[config.mk]
export PLATFORM = sky130hd
export DESIGN_NAME = cis_seq
export DESIGN_NICKNAME = d
export VERILOG_FILES = /design/src/core/cis_pkg.sv /design/src/core/cis_sync2.sv /design/src/core/cis_prio.sv /design/src/core/cis_seq.sv
export SDC_FILE = /design/constraint.sdc
export NUM_CORES = 1
export LEC_CHECK = 0
export BUFFER_PORTS_ARGS = -buffer_cell sky130_fd_sc_hd__buf_2
export CORE_MARGIN = 2
export CORE_UTILIZATION = 60
export CTS_CLUSTER_DIAMETER = 100
export DETAILED_ROUTE_END_ITERATION = 8
export GPL_TIMING_DRIVEN = 0
export HOLD_SLACK_MARGIN = 0.08
export PLACE_DENSITY_LB_ADDON = 0.2
export SLEW_MARGIN = 20
export SYNTH_ARGS = -nofsm -noshare
export SYNTH_HDL_FRONTEND = slang
export SYNTH_SLANG_ARGS = --single-unit
[constraint.sdc]
create_clock -name clk_sys -period 8.4 [get_ports clk_sys]
set_input_delay 0.42 -clock clk_sys [delete_from_list [all_inputs] [get_ports clk_sys]]
set_output_delay 0.42 -clock clk_sys [all_outputs]
set_load 0.05 [all_outputs]
[src/core/cis_pkg.sv]
// Shared constants, state codes and carrier structs of the interrupt sequencer
package cis_pkg;

    // ========================================
    // Flag image layout
    localparam int          TF_BIT     = 8;
    localparam int          IF_BIT     = 9;
    localparam int          OF_BIT     = 11;
    localparam logic [15:0] TF_MASK    = 16'h0100;
    localparam logic [15:0] ENTRY_CLR  = 16'h0300;
    localparam logic [15:0] FLAGS_RST  = 16'h0000;

    // ========================================
    // Fixed type codes and vector table
    localparam logic [7:0]  TYPE_DIV   = 8'h00;
    localparam logic [7:0]  TYPE_STEP  = 8'h01;
    localparam logic [7:0]  TYPE_NMI   = 8'h02;
    localparam logic [7:0]  TYPE_OVF   = 8'h04;
    localparam int          VEC_SHIFT  = 2;
    localparam logic [19:0] WORD_BYTES = 20'h00002;
    localparam logic [15:0] SP_STEP    = 16'h0002;
    localparam int          SEG_SHIFT  = 4;

    // ========================================
    // Request classes, highest priority at index 0
    localparam int          PRI_INT    = 0;
    localparam int          PRI_NMI    = 1;
    localparam int          PRI_MASKABLE_REQUEST_LINE   = 2;
    localparam int          PRI_STEP   = 3;
    localparam int          NUM_SRC    = 4;

    typedef enum logic [1:0] {
        CIS_OP_NONE = 2'h0,
        CIS_OP_ACK  = 2'h1,
        CIS_OP_RD   = 2'h2,
        CIS_OP_WR   = 2'h3
    } cis_op_t;

    typedef enum logic [3:0] {
        CIS_IDLE    = 4'h0,
        CIS_ACK1    = 4'h1,
        CIS_ACK2    = 4'h3,
        CIS_PUSH_F  = 4'h2,
        CIS_PUSH_CS = 4'h6,
        CIS_PUSH_IP = 4'h7,
        CIS_VEC_LO  = 4'h5,
        CIS_VEC_HI  = 4'h4,
        CIS_LOAD    = 4'hc,
        CIS_POP_IP  = 4'hd,
        CIS_POP_CS  = 4'hf,
        CIS_POP_FL  = 4'he
    } cis_state_t;

    // Instruction completion report from the execution unit
    typedef struct packed {
        logic        done;
        logic        prefix;
        logic        step_point;
        logic        seg_load;
        logic        enable_set_instr;
        logic        handler_return_instr;
        logic        soft_int;
        logic        into;
        logic        div_ovf;
        logic [7:0]  soft_type;
        logic [15:0] next_ip;
        logic [15:0] flags;
    } cis_retire_t;

    typedef struct packed {
        logic [15:0] cs;
        logic [15:0] ss;
        logic [15:0] sp;
    } cis_ctx_t;

    typedef struct packed {
        logic        load;
        logic [15:0] ip;
        logic [15:0] cs;
        logic [15:0] sp;
        logic [15:0] flags;
    } cis_redirect_t;

    typedef struct packed {
        cis_op_t     op;
        logic [19:0] addr;
        logic [15:0] wdata;
    } cis_bus_t;

endpackage

[src/core/cis_sync2.sv]
// Two-flop level synchroniser for pin inputs
`timescale 1ns/1ps
module cis_sync2 import cis_pkg::*; #(
    parameter int W = 1
) (
    input  wire logic         clk_sys,
    input  wire logic         reset_n,
    input  wire logic [W-1:0] din,
    output logic      [W-1:0] dout
);
    logic [W-1:0] meta_reg;

    // ========================================
    // First stage feeds only the second
    always_ff @(posedge clk_sys) begin
        if (!reset_n) begin
            meta_reg <= '0;
            dout     <= '0;
        end else begin
            meta_reg <= din;
            dout     <= meta_reg;
        end
    end
endmodule

[src/core/cis_prio.sv]
// Fixed priority picker, index 0 wins
`timescale 1ns/1ps
module cis_prio import cis_pkg::*; #(
    parameter int N = NUM_SRC
) (
    input  wire logic [N-1:0] req,
    output logic      [N-1:0] grant
);
    // ========================================
    // Lowest set bit isolated by two's complement
    always_comb begin
        grant = req & N'(~req + N'(1));
    end
endmodule

[src/core/cis_seq.sv]
// Interrupt and exception sequencer of the core
`timescale 1ns/1ps
module cis_seq import cis_pkg::*; (
    input  wire logic          clk_sys,
    input  wire logic          reset_n,
    input  wire cis_retire_t   retire,
    input  wire cis_ctx_t      ctx,
    input  wire logic          maskable_request_line,
    input  wire logic          nmi_line,
    output logic               busy,
    output logic               bus_valid,
    output cis_bus_t           bus_cmd,
    input  wire logic          bus_done,
    input  wire logic [15:0]   bus_rdata,
    output cis_redirect_t      redirect
);

    // ========================================
    // Declarations
    cis_state_t         state_reg;
    logic [7:0]         type_reg;
    logic [15:0]        ip_reg;
    logic [15:0]        cs_reg;
    logic [15:0]        ss_reg;
    logic [15:0]        sp_reg;
    logic [15:0]        flags_reg;
    logic [15:0]        flags_push_reg;
    logic               ret_reg;
    logic               ack_mode_reg;
    logic               step_due_reg;
    logic               nmi_pend_reg;
    logic               nmi_prev_reg;
    logic               valid_reg;
    cis_bus_t           cmd_reg;
    cis_redirect_t      redir_reg;
    logic [1:0]         pins_s;
    logic               maskable_request_line_s;
    logic               nmi_s;
    logic               boundary;
    logic               full_end;
    logic               ext_ok;
    logic               ret_start;
    logic               into_hit;
    logic [NUM_SRC-1:0] reqs;
    logic [NUM_SRC-1:0] grant;
    logic               take;
    logic [7:0]         take_type;
    logic               adv;
    logic               need_bus;
    logic               nmi_clr;
    logic               chain_nmi;
    logic               go_idle;
    logic [19:0]        stack_addr;
    logic [19:0]        vec_addr;

    // ========================================
    // Pin synchronisers
    cis_sync2 #(
        .W (2)
    ) u_sync (
        .clk_sys (clk_sys),
        .reset_n (reset_n),
        .din     ({nmi_line, maskable_request_line}),
        .dout    (pins_s)
    );

    assign maskable_request_line_s = pins_s[0];
    assign nmi_s  = pins_s[1];

    // ========================================
    // Non-maskable edge latch
    // Set wins over clear so an edge in the service cycle is kept
    always_ff @(posedge clk_sys) begin
        if (!reset_n) begin
            nmi_prev_reg <= 1'b0;
            nmi_pend_reg <= 1'b0;
        end else begin
            nmi_prev_reg <= nmi_s;
            if (nmi_s && !nmi_prev_reg) begin
                nmi_pend_reg <= 1'b1;
            end else if (nmi_clr) begin
                nmi_pend_reg <= 1'b0;
            end
        end
    end

    // ========================================
    // Recognition at instruction boundaries
    always_comb begin
        boundary  = retire.done && !retire.prefix && (state_reg == CIS_IDLE);
        full_end  = boundary && !retire.step_point;
        ext_ok    = boundary && !retire.seg_load;
        ret_start = full_end && retire.handler_return_instr;
        into_hit  = retire.into && retire.flags[OF_BIT];
        reqs[PRI_INT]  = full_end && !retire.handler_return_instr
                         && (retire.soft_int || into_hit || retire.div_ovf);
        reqs[PRI_NMI]  = ext_ok && !retire.handler_return_instr && nmi_pend_reg;
        reqs[PRI_MASKABLE_REQUEST_LINE] = ext_ok && !retire.handler_return_instr && maskable_request_line_s
                         && retire.flags[IF_BIT] && !retire.enable_set_instr;
        reqs[PRI_STEP] = full_end && !retire.handler_return_instr && !retire.seg_load
                         && flags_reg[TF_BIT];
    end

    cis_prio #(
        .N (NUM_SRC)
    ) u_prio (
        .req   (reqs),
        .grant (grant)
    );

    assign take = |reqs;

    always_comb begin
        take_type = TYPE_STEP;
        if (grant[PRI_INT]) begin
            if (retire.div_ovf) begin
                take_type = TYPE_DIV;
            end else if (retire.soft_int) begin
                take_type = retire.soft_type;
            end else begin
                take_type = TYPE_OVF;
            end
        end else if (grant[PRI_NMI]) begin
            take_type = TYPE_NMI;
        end
    end

    assign adv       = valid_reg && bus_done;
    assign chain_nmi = !ret_reg && nmi_pend_reg;
    assign go_idle   = ret_reg || (!nmi_pend_reg && !step_due_reg);
    assign nmi_clr   = (grant[PRI_NMI] && take)
                       || (state_reg == CIS_LOAD && chain_nmi);
    assign busy      = (state_reg != CIS_IDLE) || take || ret_start;

    // ========================================
    // Entry and return sequence
    always_ff @(posedge clk_sys) begin
        if (!reset_n) begin
            state_reg      <= CIS_IDLE;
            type_reg       <= 8'h00;
            ip_reg         <= 16'h0000;
            cs_reg         <= 16'h0000;
            ss_reg         <= 16'h0000;
            sp_reg         <= 16'h0000;
            flags_reg      <= FLAGS_RST;
            flags_push_reg <= FLAGS_RST;
            ret_reg        <= 1'b0;
            ack_mode_reg   <= 1'b0;
            step_due_reg   <= 1'b0;
        end else begin
            unique case (state_reg)
                CIS_IDLE: begin
                    if (retire.done) begin
                        flags_reg <= retire.flags;
                    end
                    if (ret_start) begin
                        ss_reg    <= ctx.ss;
                        sp_reg    <= ctx.sp;
                        ret_reg   <= 1'b1;
                        state_reg <= CIS_POP_IP;
                    end else if (take) begin
                        type_reg       <= take_type;
                        ip_reg         <= retire.next_ip;
                        cs_reg         <= ctx.cs;
                        ss_reg         <= ctx.ss;
                        sp_reg         <= ctx.sp - SP_STEP;
                        flags_push_reg <= retire.flags;
                        ret_reg        <= 1'b0;
                        ack_mode_reg   <= grant[PRI_MASKABLE_REQUEST_LINE];
                        step_due_reg   <= retire.flags[TF_BIT] && !grant[PRI_STEP];
                        state_reg      <= grant[PRI_MASKABLE_REQUEST_LINE] ? CIS_ACK1 : CIS_PUSH_F;
                    end
                end
                CIS_ACK1: begin
                    if (adv) begin
                        state_reg <= CIS_ACK2;
                    end
                end
                CIS_ACK2: begin
                    if (adv) begin
                        type_reg     <= bus_rdata[7:0];
                        ack_mode_reg <= 1'b0;
                        state_reg    <= CIS_PUSH_F;
                    end
                end
                CIS_PUSH_F: begin
                    if (adv) begin
                        sp_reg    <= sp_reg - SP_STEP;
                        state_reg <= CIS_PUSH_CS;
                    end
                end
                CIS_PUSH_CS: begin
                    if (adv) begin
                        sp_reg    <= sp_reg - SP_STEP;
                        state_reg <= CIS_PUSH_IP;
                    end
                end
                CIS_PUSH_IP: begin
                    if (adv) begin
                        flags_reg <= flags_push_reg & ~ENTRY_CLR;
                        state_reg <= CIS_VEC_LO;
                    end
                end
                CIS_VEC_LO: begin
                    if (adv) begin
                        ip_reg    <= bus_rdata;
                        state_reg <= CIS_VEC_HI;
                    end
                end
                CIS_VEC_HI: begin
                    if (adv) begin
                        cs_reg    <= bus_rdata;
                        state_reg <= CIS_LOAD;
                    end
                end
                CIS_LOAD: begin
                    ret_reg <= 1'b0;
                    // Chained entries push the fresh handler context
                    if (chain_nmi) begin
                        type_reg       <= TYPE_NMI;
                        flags_push_reg <= flags_reg;
                        sp_reg         <= sp_reg - SP_STEP;
                        state_reg      <= CIS_PUSH_F;
                    end else if (!ret_reg && step_due_reg) begin
                        type_reg       <= TYPE_STEP;
                        flags_push_reg <= flags_reg;
                        sp_reg         <= sp_reg - SP_STEP;
                        step_due_reg   <= 1'b0;
                        state_reg      <= CIS_PUSH_F;
                    end else begin
                        state_reg <= CIS_IDLE;
                    end
                end
                CIS_POP_IP: begin
                    if (adv) begin
                        ip_reg    <= bus_rdata;
                        sp_reg    <= sp_reg + SP_STEP;
                        state_reg <= CIS_POP_CS;
                    end
                end
                CIS_POP_CS: begin
                    if (adv) begin
                        cs_reg    <= bus_rdata;
                        sp_reg    <= sp_reg + SP_STEP;
                        state_reg <= CIS_POP_FL;
                    end
                end
                CIS_POP_FL: begin
                    if (adv) begin
                        flags_reg <= bus_rdata;
                        sp_reg    <= sp_reg + SP_STEP;
                        state_reg <= CIS_LOAD;
                    end
                end
                default: begin
                    state_reg <= CIS_IDLE;
                end
            endcase
        end
    end

    // ========================================
    // Bus issue
    // One idle cycle per access keeps every command field registered
    assign stack_addr = (20'(ss_reg) << SEG_SHIFT) + 20'(sp_reg);
    assign vec_addr   = 20'(type_reg) << VEC_SHIFT;
    assign need_bus   = (state_reg != CIS_IDLE) && (state_reg != CIS_LOAD);

    always_ff @(posedge clk_sys) begin
        if (!reset_n) begin
            valid_reg <= 1'b0;
            cmd_reg   <= '0;
        end else if (adv) begin
            valid_reg <= 1'b0;
        end else if (!valid_reg && need_bus) begin
            valid_reg     <= 1'b1;
            cmd_reg.op    <= CIS_OP_RD;
            cmd_reg.addr  <= stack_addr;
            cmd_reg.wdata <= 16'h0000;
            unique case (state_reg)
                CIS_ACK1, CIS_ACK2: begin
                    cmd_reg.op   <= CIS_OP_ACK;
                    cmd_reg.addr <= 20'h00000;
                end
                CIS_PUSH_F: begin
                    cmd_reg.op    <= CIS_OP_WR;
                    cmd_reg.wdata <= flags_push_reg;
                end
                CIS_PUSH_CS: begin
                    cmd_reg.op    <= CIS_OP_WR;
                    cmd_reg.wdata <= cs_reg;
                end
                CIS_PUSH_IP: begin
                    cmd_reg.op    <= CIS_OP_WR;
                    cmd_reg.wdata <= ip_reg;
                end
                CIS_VEC_LO: begin
                    cmd_reg.addr <= vec_addr;
                end
                CIS_VEC_HI: begin
                    cmd_reg.addr <= vec_addr + WORD_BYTES;
                end
                default: begin
                    cmd_reg.addr <= stack_addr;
                end
            endcase
        end
    end

    assign bus_valid = valid_reg;
    assign bus_cmd   = cmd_reg;

    // ========================================
    // Redirect to the execution unit
    always_ff @(posedge clk_sys) begin
        if (!reset_n) begin
            redir_reg <= '0;
        end else begin
            redir_reg.load <= (state_reg == CIS_LOAD) && go_idle;
            if (state_reg == CIS_LOAD) begin
                redir_reg.ip    <= ip_reg;
                redir_reg.cs    <= cs_reg;
                redir_reg.sp    <= sp_reg;
                redir_reg.flags <= flags_reg;
            end
        end
    end

    assign redirect = redir_reg;

    // ========================================
    // Checks
    a_prefix_no_take: assert property (@(posedge clk_sys) disable iff (!reset_n)
        (state_reg == CIS_IDLE && retire.done && retire.prefix) |=> (state_reg == CIS_IDLE))
        else $error("Interrupt taken after a prefix");

    a_seg_hold_all: assert property (@(posedge clk_sys) disable iff (!reset_n)
        (boundary && retire.seg_load && !reqs[PRI_INT] && !retire.handler_return_instr) |=> (state_reg == CIS_IDLE))
        else $error("Interrupt taken after segment load");

    a_soft_int_type: assert property (@(posedge clk_sys) disable iff (!reset_n)
        (full_end && retire.soft_int && !retire.div_ovf && !retire.handler_return_instr)
        |=> (state_reg == CIS_PUSH_F && type_reg == $past(retire.soft_type)))
        else $error("Software interrupt type wrong");

    a_div_err_type: assert property (@(posedge clk_sys) disable iff (!reset_n)
        (full_end && retire.div_ovf && !retire.handler_return_instr) |=> (type_reg == TYPE_DIV))
        else $error("Divide error not type 0");

    a_into_clear_none: assert property (@(posedge clk_sys) disable iff (!reset_n)
        (full_end && retire.into && !retire.flags[OF_BIT] && !retire.soft_int && !retire.div_ovf
         && !nmi_pend_reg && !maskable_request_line_s && !flags_reg[TF_BIT] && !retire.handler_return_instr)
        |=> (state_reg == CIS_IDLE))
        else $error("Overflow trap with flag clear");

    a_ack_only_maskable_request_line: assert property (@(posedge clk_sys) disable iff (!reset_n)
        (valid_reg && cmd_reg.op == CIS_OP_ACK) |-> ack_mode_reg)
        else $error("Acknowledge cycle for internal source");

    a_vec_fetch_addr: assert property (@(posedge clk_sys) disable iff (!reset_n)
        (valid_reg && state_reg == CIS_VEC_HI)
        |-> (cmd_reg.addr == {10'h000, type_reg, 2'h2} && cmd_reg.op == CIS_OP_RD))
        else $error("Vector address wrong");

    a_entry_clr_flags: assert property (@(posedge clk_sys) disable iff (!reset_n)
        (state_reg == CIS_PUSH_IP && adv) |=> (flags_reg[TF_BIT] == 1'b0 && flags_reg[IF_BIT] == 1'b0)
        ##[1:1000] (state_reg == CIS_LOAD))
        else $error("Entry flags not cleared");

    a_nmi_sets_pend: assert property (@(posedge clk_sys) disable iff (!reset_n)
        (nmi_s && !nmi_prev_reg) |=> nmi_pend_reg)
        else $error("Non-maskable edge lost");

    a_ret_sp_step: assert property (@(posedge clk_sys) disable iff (!reset_n)
        (state_reg == CIS_POP_IP && adv) |=> (sp_reg == $past(sp_reg) + SP_STEP))
        else $error("Return stack step wrong");

endmodule

==> results.py <==
metrics = {
    "sta": {
        "finalCriticalPeriod_ps": 3630,
        "max_freq_ghz": 0.276,
        "finalHoldViolCount": 0,
        "fin_setup_tns_ps": 0,
        "rsz0062_at_grt": "false",
        "fin_skew_ps": 11.9,
        "min_period_over_period_pct": 43.2,
        "setup-violations-final": 0,
        "worst_slack_ps": 4770,
        "max-slew-margin-rel_pct": 28.8,
        "worst_slew_pin_slew_ps": 1060,
        "slew_viol_final": 0,
    },
    "route": {
        "drtIter0Drc": 972,
        "met1_length_um": 15000,
        "first_pass_iters": 7,
        "highest_layer": "met4",
        "post-route-drc-count": 0,
        "routed-wl-met3_um": 4260,
        "wl_per_cell_um": 20.1,
        "viasPerCell": 6.14,
        "drt_wl_total_um": 35900,
        "ant_nets": 0,
        "vias": 11000,
        "dr_wl_met2_um": 15500,
    },
    "final_layout": {
        "area_delta_synth_final_pct": 19.5,
        "stdcell_count": 1788,
        "diodes": 0,
        "final_nets": 1690,
        "final_util_pct": 73.6,
        "largest_register_ffs": 65,
        "drive_gt1_share_pct": 20.4,
        "most-common-layout-cells": "232 x buf_2, 232 x nand2_1, 220 x dfxtp_1",
        "fillers": 1452,
    },
    "clock_tree": {
        "root_buffer": "clkbuf_16",
        "insertion_delay_ps": 520,
        "ctsResizeCount": 0,
        "cts_max_level": 1,
        "cts_max_path_buffers": 3,
        "ctsHoldBuffers": 0,
        "cts_tree": "yes",
        "cts_sinks": 220,
        "cts.clk_slew.worst_paths_ps": 60,
        "cts_setup_buffers": 0,
        "cts_buffers": 23,
    },
    "power": {
        "pwr-share-clk_pct": 26.9,
        "power_leakage_nw": 5.57,
        "p_int_mw": 2.34,
        "switching_share_pct": 39.7,
        "combPwrFrac_pct": 39.7,
        "ir_drop_mv": 0.195,
        "power.density_nw_per_um2": 293,
        "p_sw_mw": 1.54,
        "share_seq_of_total_power_pct": 33.4,
    },
    "global_route": {
        "grt_max_degree": 16,
        "grt_pass1_wl_um": 54800,
        "antenna_found_initial": 0,
        "grt_pass1_vias": 10100,
        "grt_overflow": 0,
        "grtUsageTotal_pct": 34.8,
    },
    "synthesis": {
        "syn_inst": 1297,
        "syn_area_um2": 11100,
        "ys.flop_type": "dfxtp_1",
        "ys_ff_latch": 220,
        "postSynthAreaPerCell_um2": 8.55,
        "muxShareOfSynthArea_pct": 6.04,
        "yosysTopAreaCell": "dfxtp_1",
        "synthSimpleGateAreaFrac_pct": 18.6,
        "synthTopCellsByArea": "dfxtp_1 40%, nand2_1 7.8%, mux2i_1 6.0%",
        "yosysUniqueCellTypes": 76,
        "synth_top_family_by_area": "compound AO/OA/AOI/OAI gates",
        "synth_top_cell_area_share_pct": 39.7,
        "async_flop_share_pct": 0,
        "synth_compound_area_share_pct": 25.1,
        "synth_nets": 1443,
        "yosys.area_share.adder_pct": 3.38,
        "synth_warnings": 0,
        "synth_enable_flop_cells": 0,
        "synth-seq-area-share_pct": 39.7,
        "synth_xor_area_share_pct": 3.00,
    },
    "die": {
        "start_util_pct": 61.6,
        "dieWidth_um": 140,
        "core_area_um2": 18000,
        "rows": 49,
        "die_h_um": 140,
        "die-area_um2": 19600,
        "io_pins": 223,
    },
    "setup_path": {
        "cp_max_fo": 15,
        "end_kind": "flip-flop",
        "start_kind": "flip-flop",
        "crit_type": "reg -> reg",
        "worst_ep_required_time_ps": 8780,
        "cp.arrival_ps": 4000,
        "reg2reg_depth": 11,
    },
    "placement": {
        "portBuffers": 222,
        "pre_cts_slack_ps": 4890,
        "place_congestion": 1.01,
        "place_hpwl_um": 27000,
        "place_inst": 1748,
    },
    "flow_run": {
        "drv_cap": 0,
    },
    "min_path": {
        "min_path_type": "in -> reg",
        "worstHoldPathCells": 2,
    },
    "run_status": {
        "status": "finished, final reports clean",
    },
}
==> cell type report <==
type | instances | area (um^2) | area share (%)
Timing Repair Buffer | 222 | 1110 | 8.38
Tap cell | 229 | 287 | 2.16
Buffer | 87 | 399 | 3.01
Inverter | 17 | 63.8 | 0.481
Sequential cell | 220 | 4400 | 33.2
Clock buffer | 32 | 639 | 4.82
Multi-Input combinational cell | 973 | 6230 | 47.0
Clock inverter | 8 | 121 | 0.915
==> stage by stage <==
stage	area [um^2]	power, mW	hold WS [ps]
6_report	13300	3.88	114
5_1_grt	13300	4.06	110
4_1_cts	13300	3.84	112
3_5_place_dp	12500	2.80	425
3_3_place_gp	12500	2.78	414
2_1_floorplan	11100	2.39	412
==> worst max-delay path: stages, from the launching register on <==
cell and delay (ps):
dfxtp_1 320, clkbuf_1 360, and2_1 210, clkbuf_1 230, nand2_1 450, ha_1 470
a211oi_1 310, o21bai_1 150, a41o_1 330, a311oi_1 350, xor2_1 180, o221ai_1 120
==> metal layers <==
layer / track usage [%] / vias to the layer above
met3: 6.97 / 83
li1: - / 5157
met2: 54.4 / 663
met1: 49.0 / 5080
met4: 10.3 / 0
met5: 0 / -
==> final timing paths <==
path	start	end	slack, ps
setup / recovery	state_reg[2]	sp_reg[12]	4770
hold / removal	nmi_line	u_sync.meta_reg[1]	110
setup reg to reg	state_reg[2]	sp_reg[12]	4770
hold reg to reg	u_sync.meta_reg[0]	u_sync.dout[0]	430
==> Yosys cell counts, drive strengths merged, types with 6 or more instances <==
library cell	instances
nand2	232
dfxtp	220
nor2	119
o21ai	73
mux2i	67
clkbuf	62
a21boi	55
a211oi	50
a22oi	41
a21oi	39
ha	26
buf	25
xor2	25
nor2b	22
a311oi	21
a31oi	21
inv	16
nor3	15
xnor2	13
a21o	11
nand3	11
o211ai	11
and2	10
nor3b	8
a221oi	7
and3	7
nand4	7
or3	7
a22o	6
nor4	6
==> power by group through the flow <==
| stage | Clock, mW | Combinational [mW] | Sequential, mW |
|---|---|---|---|
| 6_report | 1.05 | 1.54 | 1.30 |
| 5_1_grt | 1.09 | 1.67 | 1.30 |
| 4_1_cts | 1.05 | 1.50 | 1.29 |
| 3_5_place_dp | 0 | 1.49 | 1.31 |
| 3_3_place_gp | 0 | 1.47 | 1.31 |
| 2_1_floorplan | 0 | 1.04 | 1.35 |
==> cell families (layout without fill, tap and decap cells) <==
family	after synthesis	after routing
fa+ha+maj	29	29
flops	220	220
compound gates	372	372
buf+inv	104	366
simple gates	467	467
xor+xnor	38	38
mux	67	67
No activity file was read; power rests on OpenSTA's default activity.
